[src/include/attn_pkg.sv]
// constants for the attenuator, overload and peak-flag block
package attn_pkg;
    // register word indexes; byte address is four times the index
    localparam int          IDX_W           = 10;
    localparam logic [9:0]  IDX_STEP_MODE   = 10'h180;
    localparam logic [9:0]  IDX_PIN_LOW_VAL = 10'h181;
    localparam logic [9:0]  IDX_PIN_HI_VAL  = 10'h182;
    localparam logic [9:0]  IDX_START       = 10'h183;
    localparam logic [9:0]  IDX_STATUS      = 10'h184;
    localparam logic [9:0]  IDX_CNT_LIMIT   = 10'h188;
    localparam logic [9:0]  IDX_PULSE_LEN   = 10'h189;
    localparam logic [9:0]  IDX_STEP        = 10'h18a;
    localparam logic [9:0]  IDX_INSTAB      = 10'h18f;
    localparam logic [9:0]  IDX_PA_LO       = 10'h193;
    localparam logic [9:0]  IDX_PA_HI       = 10'h194;
    localparam logic [9:0]  IDX_PB_LO       = 10'h195;
    localparam logic [9:0]  IDX_PB_HI       = 10'h196;
    localparam logic [9:0]  IDX_FL_LO       = 10'h197;
    localparam logic [9:0]  IDX_FL_HI       = 10'h198;
    localparam logic [9:0]  IDX_MANT        = 10'h199;
    localparam logic [9:0]  IDX_EXP         = 10'h19a;
    localparam logic [9:0]  IDX_SEL         = 10'h19b;
    localparam logic [9:0]  IDX_FLAG_EN     = 10'h19e;

    // plain read/write storage slots
    localparam int NUM_SLOTS = 17;
    localparam int SL_START  = 0;
    localparam int SL_CNT    = 1;
    localparam int SL_PULSE  = 2;
    localparam int SL_STEP   = 3;
    localparam int SL_PA_LO  = 4;
    localparam int SL_PA_HI  = 5;
    localparam int SL_PB_LO  = 6;
    localparam int SL_PB_HI  = 7;
    localparam int SL_FL_LO  = 8;
    localparam int SL_FL_HI  = 9;
    localparam int SL_MANT   = 10;
    localparam int SL_EXP    = 11;
    localparam int SL_SEL    = 12;
    localparam int SL_MODE   = 13;
    localparam int SL_PLOW   = 14;
    localparam int SL_PHIGH  = 15;
    localparam int SL_EN     = 16;

    localparam logic [NUM_SLOTS-1:0][9:0] SLOT_IDX = {
        IDX_FLAG_EN, IDX_PIN_HI_VAL, IDX_PIN_LOW_VAL, IDX_STEP_MODE,
        IDX_SEL, IDX_EXP, IDX_MANT, IDX_FL_HI, IDX_FL_LO, IDX_PB_HI,
        IDX_PB_LO, IDX_PA_HI, IDX_PA_LO, IDX_STEP, IDX_PULSE_LEN,
        IDX_CNT_LIMIT, IDX_START};
    localparam logic [NUM_SLOTS-1:0][7:0] SLOT_RESET = {
        8'h00, 8'h0c, 8'h0c, 8'h00, 8'h00, 8'h00, 8'h00, 8'h00, 8'h00,
        8'h00, 8'h00, 8'h00, 8'h00, 8'h06, 8'h01, 8'h05, 8'h00};

    // field positions
    localparam int STATUS_PIN_BIT = 7;
    localparam int UNST_CLR_BIT   = 1;
    localparam int UNST_FLAG_BIT  = 0;
    localparam int MODE_BIT       = 0;
    localparam int PIN3_EN_BIT    = 0;

    localparam logic [4:0] ATTEN_RESET   = 5'h0c;
    localparam logic [4:0] ATTEN_MAX     = 5'h1b;
    localparam logic [4:0] FULL_SCALE_P  = 5'h08;
    localparam logic [4:0] FULL_SCALE_N  = 5'h18;
    localparam int         WINDOW_LEN    = 8;
    localparam logic [2:0] PULSE_UNIT_M1 = 3'h7;

    localparam logic [2:0] SEL_RESET_PULSE = 3'h0;
    localparam logic [2:0] SEL_ABOVE_A     = 3'h4;
    localparam logic [2:0] SEL_ABOVE_B     = 3'h5;
    localparam logic [2:0] SEL_BELOW_DWELL = 3'h6;

    localparam int DWELL_W = 23;

    typedef enum logic {
        PULSE_IDLE = 1'b0,
        PULSE_BUSY = 1'b1
    } pulse_st_t;
endpackage

[src/core/attn_flags.sv]
// attenuator control, overload recovery and peak flags with wishbone regs
// intent and limitations
// - ack is registered, so at most one access every other cycle
// - a write lands on the acking edge, while the request still stands,
//   so a held request writes exactly once
// - reads are registered one edge early and stand while ack is high
// - the overload window is emptied after an event, so one burst
//   gives one recovery pulse and one attenuation step
// - a new event during the pulse restarts the pulse count
// - in mode 0 an overload step holds until the next reselect
// - the hold counter is 23 bits: mantissa shifted by up to 15
// - gain pins are taken as synchronous; no resynchroniser here
// - clock enable low freezes all state, ack included
// - reserved select codes give a low pin rather than a guess
//
// trade-offs
// - one packed state word keeps reset and freeze in one place
// - pin edges are found against the last enabled sample, so a
//   pulse that comes and goes while frozen is never seen
// - the status byte is built from live state, never stored
//
module attn_flags
    import attn_pkg::*;
(
    input  wire  logic        CORE_CLK,
    input  wire  logic        RESETN,
    input  wire  logic        CLK_EN,
    input  wire  logic [11:0] WB_ADR_I,
    input  wire  logic [31:0] WB_DAT_I,
    input  wire  logic [3:0]  WB_SEL_I,
    input  wire  logic        WB_WE_I,
    input  wire  logic        WB_CYC_I,
    input  wire  logic        WB_STB_I,
    output logic        [31:0] WB_DAT_O,
    output logic               WB_ACK_O,
    input  wire  logic        GAIN_PIN_1,
    input  wire  logic        GAIN_PIN_2,
    output logic               GAIN_PIN_3,
    input  wire  logic [4:0]  ADC_SAMPLE,
    input  wire  logic        ADC_VALID,
    output logic               ADC_RESET,
    input  wire  logic [11:0] DS_PEAK,
    input  wire  logic        DS_VALID,
    output logic        [4:0] ATTEN_CODE,
    output logic               ATTEN_ON
);

    ////////////////////////////////////////////////////////////////////////
    // state word

    typedef struct packed {
        // software storage
        logic [NUM_SLOTS-1:0][7:0] cfg;
        logic [1:0]                st_res;

        // attenuation path
        logic [4:0]                atten;
        logic                      atten_on;
        logic                      pin1_q;
        logic                      pin2_q;
        logic                      mode_q;

        // overload window and recovery pulse
        logic                      unstable;
        logic [7:0]                win;
        pulse_st_t                 pst;
        logic                      pulse;
        logic [7:0]                pcnt;

        // peak flags
        logic                      above_a;
        logic                      above_b;
        logic                      below;
        logic [DWELL_W-1:0]        dwell;
        logic                      pin3;

        // bus answer
        logic                      ack;
        logic [7:0]                dat;
    } state_t;

    // registered copy and its next value

    state_t s;
    state_t next_s;

    ////////////////////////////////////////////////////////////////////////
    // register decode

    logic [IDX_W-1:0]     idx;
    logic [NUM_SLOTS-1:0] slot_hit;
    logic                 bus_req;
    logic                 wr;

    // byte lanes above the first are ignored
    assign idx     = WB_ADR_I[11:2];

    // a request is taken once; ack blocks the second edge
    assign bus_req = WB_CYC_I & WB_STB_I & ~s.ack;

    // write on the acking edge, request still standing
    assign wr      = WB_CYC_I & WB_STB_I & s.ack & WB_WE_I & WB_SEL_I[0];

    // one compare per storage slot

    genvar g;
    generate
        for (g = 0; g < NUM_SLOTS; g++) begin : g_slot
            assign slot_hit[g] = (idx == SLOT_IDX[g]);
        end
    endgenerate

    // count of full-scale hits in the window
    // at most eight, so four bits suffice
    function automatic logic [3:0] ones8(input logic [7:0] v);
        logic [3:0] n;
        n = 4'h0;
        for (int i = 0; i < WINDOW_LEN; i++) begin
            n = n + {3'h0, v[i]};
        end
        return n;
    endfunction

    ////////////////////////////////////////////////////////////////////////
    // next state

    // assembled limits
    logic [11:0]        lim_a;
    logic [11:0]        lim_b;
    logic [11:0]        floor_lim;
    logic [DWELL_W-1:0] dwell_load;

    // overload detection
    logic               fs_hit;
    logic [7:0]         win_new;
    logic               overload;

    // attenuation stepping
    logic               mode1;
    logic               pin1_rise;
    logic               pin2_rise;
    logic [5:0]         sum;

    // pin 3 source
    logic               sel_flag;

    always_comb begin
        next_s = s;

        lim_a     = {s.cfg[SL_PA_HI][3:0], s.cfg[SL_PA_LO]};
        lim_b     = {s.cfg[SL_PB_HI][3:0], s.cfg[SL_PB_LO]};
        floor_lim = {s.cfg[SL_FL_HI][3:0], s.cfg[SL_FL_LO]};
        // hold time in decimated samples: mantissa shifted by exponent
        dwell_load = DWELL_W'({15'h0, s.cfg[SL_MANT]})
                     << s.cfg[SL_EXP][3:0];

        // bus slave: one wait state, ack drops the cycle after;
        // read data is latched at the taking edge
        next_s.ack = bus_req;

        // storage writes
        if (wr) begin
            for (int i = 0; i < NUM_SLOTS; i++) begin
                if (slot_hit[i]) begin
                    next_s.cfg[i] = WB_DAT_I[7:0];
                end
            end
            if (idx == IDX_STATUS) begin
                next_s.st_res = WB_DAT_I[6:5];
            end
        end

        // read mux; unmapped words read zero
        if (bus_req) begin
            next_s.dat = 8'h00;
            for (int i = 0; i < NUM_SLOTS; i++) begin
                if (slot_hit[i]) begin
                    next_s.dat = s.cfg[i];
                end
            end
            if (idx == IDX_STATUS) begin
                next_s.dat = {GAIN_PIN_2, s.st_res, s.atten};
            end
            if (idx == IDX_INSTAB) begin
                // clear bit always reads back zero
                next_s.dat = {7'h00, s.unstable};
            end
        end

        // overload window over the last eight samples
        fs_hit   = (ADC_SAMPLE == FULL_SCALE_P)
                 | (ADC_SAMPLE == FULL_SCALE_N);
        win_new  = {s.win[6:0], fs_hit};
        overload = 1'b0;
        if (ADC_VALID) begin
            overload = ones8(win_new) > {1'b0, s.cfg[SL_CNT][2:0]};
            // restart the window so one burst counts once
            next_s.win = overload ? 8'h00 : win_new;
        end

        // recovery pulse counted in sample periods; a new overload
        // during the pulse restarts it
        if (overload) begin
            next_s.pst  = PULSE_BUSY;
            next_s.pcnt = {s.cfg[SL_PULSE][4:0], PULSE_UNIT_M1};
        end else begin
            case (s.pst)
                PULSE_IDLE: begin
                    next_s.pst = PULSE_IDLE;
                end
                PULSE_BUSY: begin
                    if (ADC_VALID) begin
                        if (s.pcnt == 8'h00) begin
                            next_s.pst = PULSE_IDLE;
                        end else begin
                            next_s.pcnt = s.pcnt - 8'h01;
                        end
                    end
                end
                default: begin
                    next_s.pst = PULSE_IDLE;
                end
            endcase
        end
        next_s.pulse = (next_s.pst == PULSE_BUSY);

        // sticky flag: a set in the clearing cycle wins, so an
        // event is never lost to a clear racing it
        if (wr && idx == IDX_INSTAB && WB_DAT_I[UNST_CLR_BIT]) begin
            next_s.unstable = 1'b0;
        end
        if (overload) begin
            next_s.unstable = 1'b1;
        end


        // attenuation
        // mode follows the stored bit as written this edge, so
        // a mode write and its load happen together
        mode1          = next_s.cfg[SL_MODE][MODE_BIT];
        next_s.mode_q  = mode1;
        next_s.pin1_q  = GAIN_PIN_1;
        next_s.pin2_q  = GAIN_PIN_2;
        pin1_rise      = GAIN_PIN_1 & ~s.pin1_q;
        pin2_rise      = GAIN_PIN_2 & ~s.pin2_q;
        if (!mode1) begin
            // reselect only on a pin 2 change, a write or entry to this mode, so an
            // overload step is held until then
            if ((GAIN_PIN_2 != s.pin2_q) || s.mode_q ||
                (wr && (slot_hit[SL_PLOW] || slot_hit[SL_PHIGH]))) begin
                next_s.atten = GAIN_PIN_2
                             ? next_s.cfg[SL_PHIGH][4:0]
                             : next_s.cfg[SL_PLOW][4:0];
            end
        end else if (!s.mode_q || (wr && slot_hit[SL_START])) begin
            next_s.atten = next_s.cfg[SL_START][4:0];
        end else if (pin1_rise && !pin2_rise) begin
            if (s.atten != 5'h00) begin
                next_s.atten = s.atten - 5'h01;
            end
        end else if (pin2_rise && !pin1_rise) begin
            if (s.atten < ATTEN_MAX) begin
                next_s.atten = s.atten + 5'h01;
            end
        end

        // overload step comes after any pin step of the same edge;
        // six bits so the sum cannot wrap before the clip
        sum = {1'b0, next_s.atten} + {1'b0, s.cfg[SL_STEP][4:0]};
        if (overload) begin
            next_s.atten = (sum > {1'b0, ATTEN_MAX})
                         ? ATTEN_MAX : sum[4:0];
        end
        next_s.atten_on = (next_s.atten <= ATTEN_MAX);


        // decimated peak detection
        // flags move only on a decimated strobe and hold between;
        // the hold counter runs in decimated-sample periods
        if (DS_VALID) begin
            next_s.above_a = DS_PEAK > lim_a;
            next_s.above_b = DS_PEAK > lim_b;
            if (DS_PEAK >= floor_lim) begin
                next_s.dwell = dwell_load;
                next_s.below = 1'b0;
            end else if (s.dwell == '0) begin
                next_s.below = 1'b1;
            end else begin
                next_s.dwell = s.dwell - DWELL_W'(1);
            end
        end


        // pin 3 flag
        // taken from next values so the pin moves with its source
        case (s.cfg[SL_SEL][2:0])
            SEL_RESET_PULSE: sel_flag = next_s.pulse;
            SEL_ABOVE_A:     sel_flag = next_s.above_a;
            SEL_ABOVE_B:     sel_flag = next_s.above_b;
            SEL_BELOW_DWELL: sel_flag = next_s.below;
            default:         sel_flag = 1'b0;
        endcase
        next_s.pin3 = s.cfg[SL_EN][PIN3_EN_BIT] & sel_flag;
    end

    ////////////////////////////////////////////////////////////////////////
    // state register

    // reset only with constants; enable low holds every field
    always_ff @(posedge CORE_CLK) begin
        if (!RESETN) begin
            s          <= '0;
            s.cfg      <= SLOT_RESET;
            s.atten    <= ATTEN_RESET;
            s.atten_on <= 1'b1;
            s.pst      <= PULSE_IDLE;
        end else if (CLK_EN) begin
            s <= next_s;
        end
    end

    ////////////////////////////////////////////////////////////////////////
    // outputs, each straight from the state word

    assign WB_DAT_O   = {24'h00_0000, s.dat};
    assign WB_ACK_O   = s.ack;
    assign GAIN_PIN_3 = s.pin3;
    assign ADC_RESET  = s.pulse;
    assign ATTEN_CODE = s.atten;
    assign ATTEN_ON   = s.atten_on;

endmodule

[config.mk]
export PLATFORM = sky130hd
export DESIGN_NAME = attn_flags
export DESIGN_NICKNAME = d
export VERILOG_FILES = /design/src/include/attn_pkg.sv /design/src/core/attn_flags.sv
export SDC_FILE = /design/constraint.sdc
export NUM_CORES = 1
export LEC_CHECK = 0
export ABC_CLOCK_PERIOD_IN_PS = 4300
export BUFFER_PORTS_ARGS = -buffer_cell sky130_fd_sc_hd__buf_2
export CAP_MARGIN = 40
export CORE_UTILIZATION = 40
export DETAILED_ROUTE_END_ITERATION = 16
export GPL_ROUTABILITY_DRIVEN = 0
export SYNTH_ARGS = -nofsm -noshare
export SYNTH_HDL_FRONTEND = slang
export SYNTH_SLANG_ARGS = --single-unit
[constraint.sdc]
create_clock -name CORE_CLK -period 4.3 [get_ports CORE_CLK]
set_input_delay 0.43 -clock CORE_CLK [delete_from_list [all_inputs] [get_ports CORE_CLK]]
set_output_delay 0.43 -clock CORE_CLK [all_outputs]
set_load 0.005 [all_outputs]
==> metrics.yaml <==
fin_crit_sh_pct: 103.9
grt_pass1_wl_mm: 63.14
vias: 12060
max_freq_mhz: 223.8
seq_area_sq_um: 3986
multiInputGateArea_sq_um: 7547
rsz0062_at_grt: "yes"
synth_cell_types: 89
wirelength_mm: 41.07
layout_common_cells: "nand2_1 (294), dfxtp_1 (197), a21oi_1 (181)"
peakVddDrop_v: 0.0002675
clock_latency_ps: 450
powerDensity_nw_per_um2: 295.9
violations: "setup timing"
hold_viol: 0
initial_core_util_pct: 40.93
n_antenna_cell: 0
timing_worst_setup_path_type: "reg -> reg"
cp_data_arrival_time_ps: 4800
relSlewSlack_pct: 42.06
syn-cell-area_sq_um: 12190
syn_avg_cell_area_sq_um: 7.513
port_buffers: 61
crit_path_start_kind: "flip-flop"
fillCellCount: 2983
io_pins: 116
min_path_type: "in -> reg"
drtPass1Iterations: 6
async_flop_share_pct: 0
cts.sinks: 199
crit_required_ps: 4630
tns_ps: -1207
coreArea_sq_um: 29800
antenna_found_initial: 1
die_y_um: 176.6
ys_ff_latch: 199
grt_overflow_total: 0
fin_crit_ps: 4468
synth-seq-area-share_pct: 32.67
end_kind: "flip-flop"
cts_buffers: 17
cts_root_buffer: "clkbuf_16"
post_drt_wl_per_cell_um: 19.76
status: "finished, violations left"
path_max_fanout: 4
yosysWarnings: 0
path_clk_slew_ps: 80
clk_path_buf_depth: 2
grt_pass1_vias: 11160
grtUsageTotal_pct: 26.42
fp-row-count: 63
area_growth_pct: 13.97
setup_violations: 17
vias_per_cell: 5.802
dp_hpwl_mm: 29.94
die_x_um: 176.6
post_synth_inst_count: 1623
drtIter0Drc: 1251
finalMaxSlewViolations: 0
drv_cap: 0
cts_hold_buf: 0
p_leak_nw: 5.057
h-tree-depth: 4
die_area_sq_um: 31190
worst_pin_slew_ps: 869.0
grt_max_degree: 95
cts_tree: "yes"
synth_ff_type: "dfxtp_1"
layout-drive-gt1-share_pct: 14.21
setup_slack_ps: -167.8
postRouteAntennaNets: 0
finish.utilization_pct: 46.64
fin_nets: 1809
drc: 0
fin_skew_ps: 17.19
synth_edf_count: 0
layout_commonest_cell: "nand2_1"
[critical path, cell delays in order (launching register included)]
cell,delay [ps]
dfxtp_2,340
fa_1,530
inv_1,50
fa_1,460
fa_1,560
inv_2,50
ha_4,150
fa_1,500
ha_4,300
nor2b_4,130
o21ai_2,60
a32oi_2,250
o211ai_1,160
a31o_2,260
buf_4,140
nor2_4,70
nor2_1,40
a221o_1,280
[report_power, final]
part | total, mW | switching [mW] | internal (mW)
Clock | 1.67 | 0.811 | 0.854
Sequential | 1.88 | 0.0234 | 1.86
Combinational | 0.562 | 0.362 | 0.201
[cell families after synthesis]
kind of cell / count (synthesis) / synth area share [%]
DFF: 199 / 32.67
muxes: 65 / 5.418
other: 1 / 0.03075
xor gates and xnor gates: 6 / 0.4310
adders and majority gates: 58 / 6.259
buffers and inverters: 211 / 7.788
and+or+nand+nor: 643 / 24.65
AOI/OAI and AO/OA: 440 / 22.76
[sequential cells by signal, summed over array words and instances, names as in the netlist]
name        count
lim_a          12
WB_DAT_O        8
ADC_RESET       1
ATTEN_CODE      5
s             146
GAIN_PIN_3      1
WB_ACK_O        1
floor_lim      12
lim_b          12
ATTEN_ON        1
[stage by stage]
| step | area [sq um] | hold WS (ps) | total power, mW | setup slack (ps) | cells |
|---|---|---|---|---|---|
| 2_1_floorplan | 12290 | 426.8 | 2.296 | 20.29 | 1646 |
| 3_3_place_gp | 13010 | 434.7 | 2.459 | -102.2 | 2035 |
| 3_5_place_dp | 13040 | 441.4 | 2.467 | -167.5 | 2039 |
| 4_1_cts | 13790 | 207.3 | 4.118 | -167.9 | 2079 |
| 5_1_grt | 13900 | 213.2 | 4.277 | -296.8 | 2079 |
| 6_report | 13900 | 224.1 | 4.112 | -167.8 | 2079 |
[what timing repair did]
action | in CTS | in global routing
gates cloned | 1 | 0
endpoints found under the setup margin | 16 | 21
pin swaps | 13 | 14
resized for setup | 24 | 28
buffers inserted | 8 | 2
[layout make-up]
type / count / share of cell area (%)
Sequential cell: 199 / 28.68
Multi-Input combinational cell: 1236 / 54.30
Clock inverter: 12 / 0.9453
Timing Repair Buffer: 145 / 7.157
Tap cell: 390 / 3.511
Clock buffer: 20 / 3.286
Inverter: 77 / 2.116
[metal layers]
metal / wire length (um) / GRT usage [%]
met1: 18090 / 35.47
met4: 1362 / 10.63
met2: 18500 / 41.47
met3: 3119 / 4.996
met5: 0 / 0
[final timing paths]
kind | cells past startpoint | end | slack [ps] | from
worst max-delay path | 17 | ATTEN_CODE[0]$_SDFFE_PN0P_ | -170 | s[49]$_SDFFE_PN0P_
worst min-delay path | 2 | s[170]$_SDFFE_PN0P_ | 220 | CLK_EN
worst max register to register | 17 | ATTEN_CODE[0]$_SDFFE_PN0P_ | -170 | s[49]$_SDFFE_PN0P_
worst min register to register | 2 | s[88]$_SDFFE_PN0P_ | 450 | s[88]$_SDFFE_PN0P_
[cells in the mapped netlist (4+ instances only)]
master / number / area (sq um)
inv_1: 77 / 289.0
nand2_1: 294 / 1104
buf_4: 37 / 277.8
o211ai_1: 13 / 97.59
a41oi_1: 4 / 35.03
and2_1: 11 / 68.82
o221ai_1: 4 / 35.03
nor4_4: 4 / 85.08
mux2_2: 5 / 56.30
nor3b_1: 5 / 37.54
nor2_1: 133 / 499.2
a221oi_1: 19 / 166.4
a22oi_1: 22 / 165.2
or2_2: 4 / 25.02
nand2b_1: 17 / 106.4
nor3_1: 36 / 180.2
dfxtp_1: 199 / 3984
o31a_1: 5 / 43.79
a31oi_1: 11 / 68.82
a21o_1: 16 / 120.1
a21oi_1: 185 / 925.9
nand3_1: 46 / 230.2
ha_1: 53 / 663.1
o31ai_1: 6 / 45.04
o32ai_1: 6 / 52.55
o22ai_1: 11 / 68.82
a211oi_1: 15 / 112.6
nor4_1: 10 / 62.56
o21ai_0: 65 / 325.3
o21a_1: 13 / 97.59
clkbuf_1: 83 / 311.6
mux2i_1: 59 / 590.6
nor2b_1: 14 / 87.58
fa_1: 5 / 100.1
buf_1: 9 / 33.78
nor4b_1: 4 / 35.03
o2111ai_1: 4 / 35.03
or3_1: 9 / 56.30
nand4_1: 20 / 125.1
and3_1: 11 / 68.82
(Power assumes the default switching activity.)
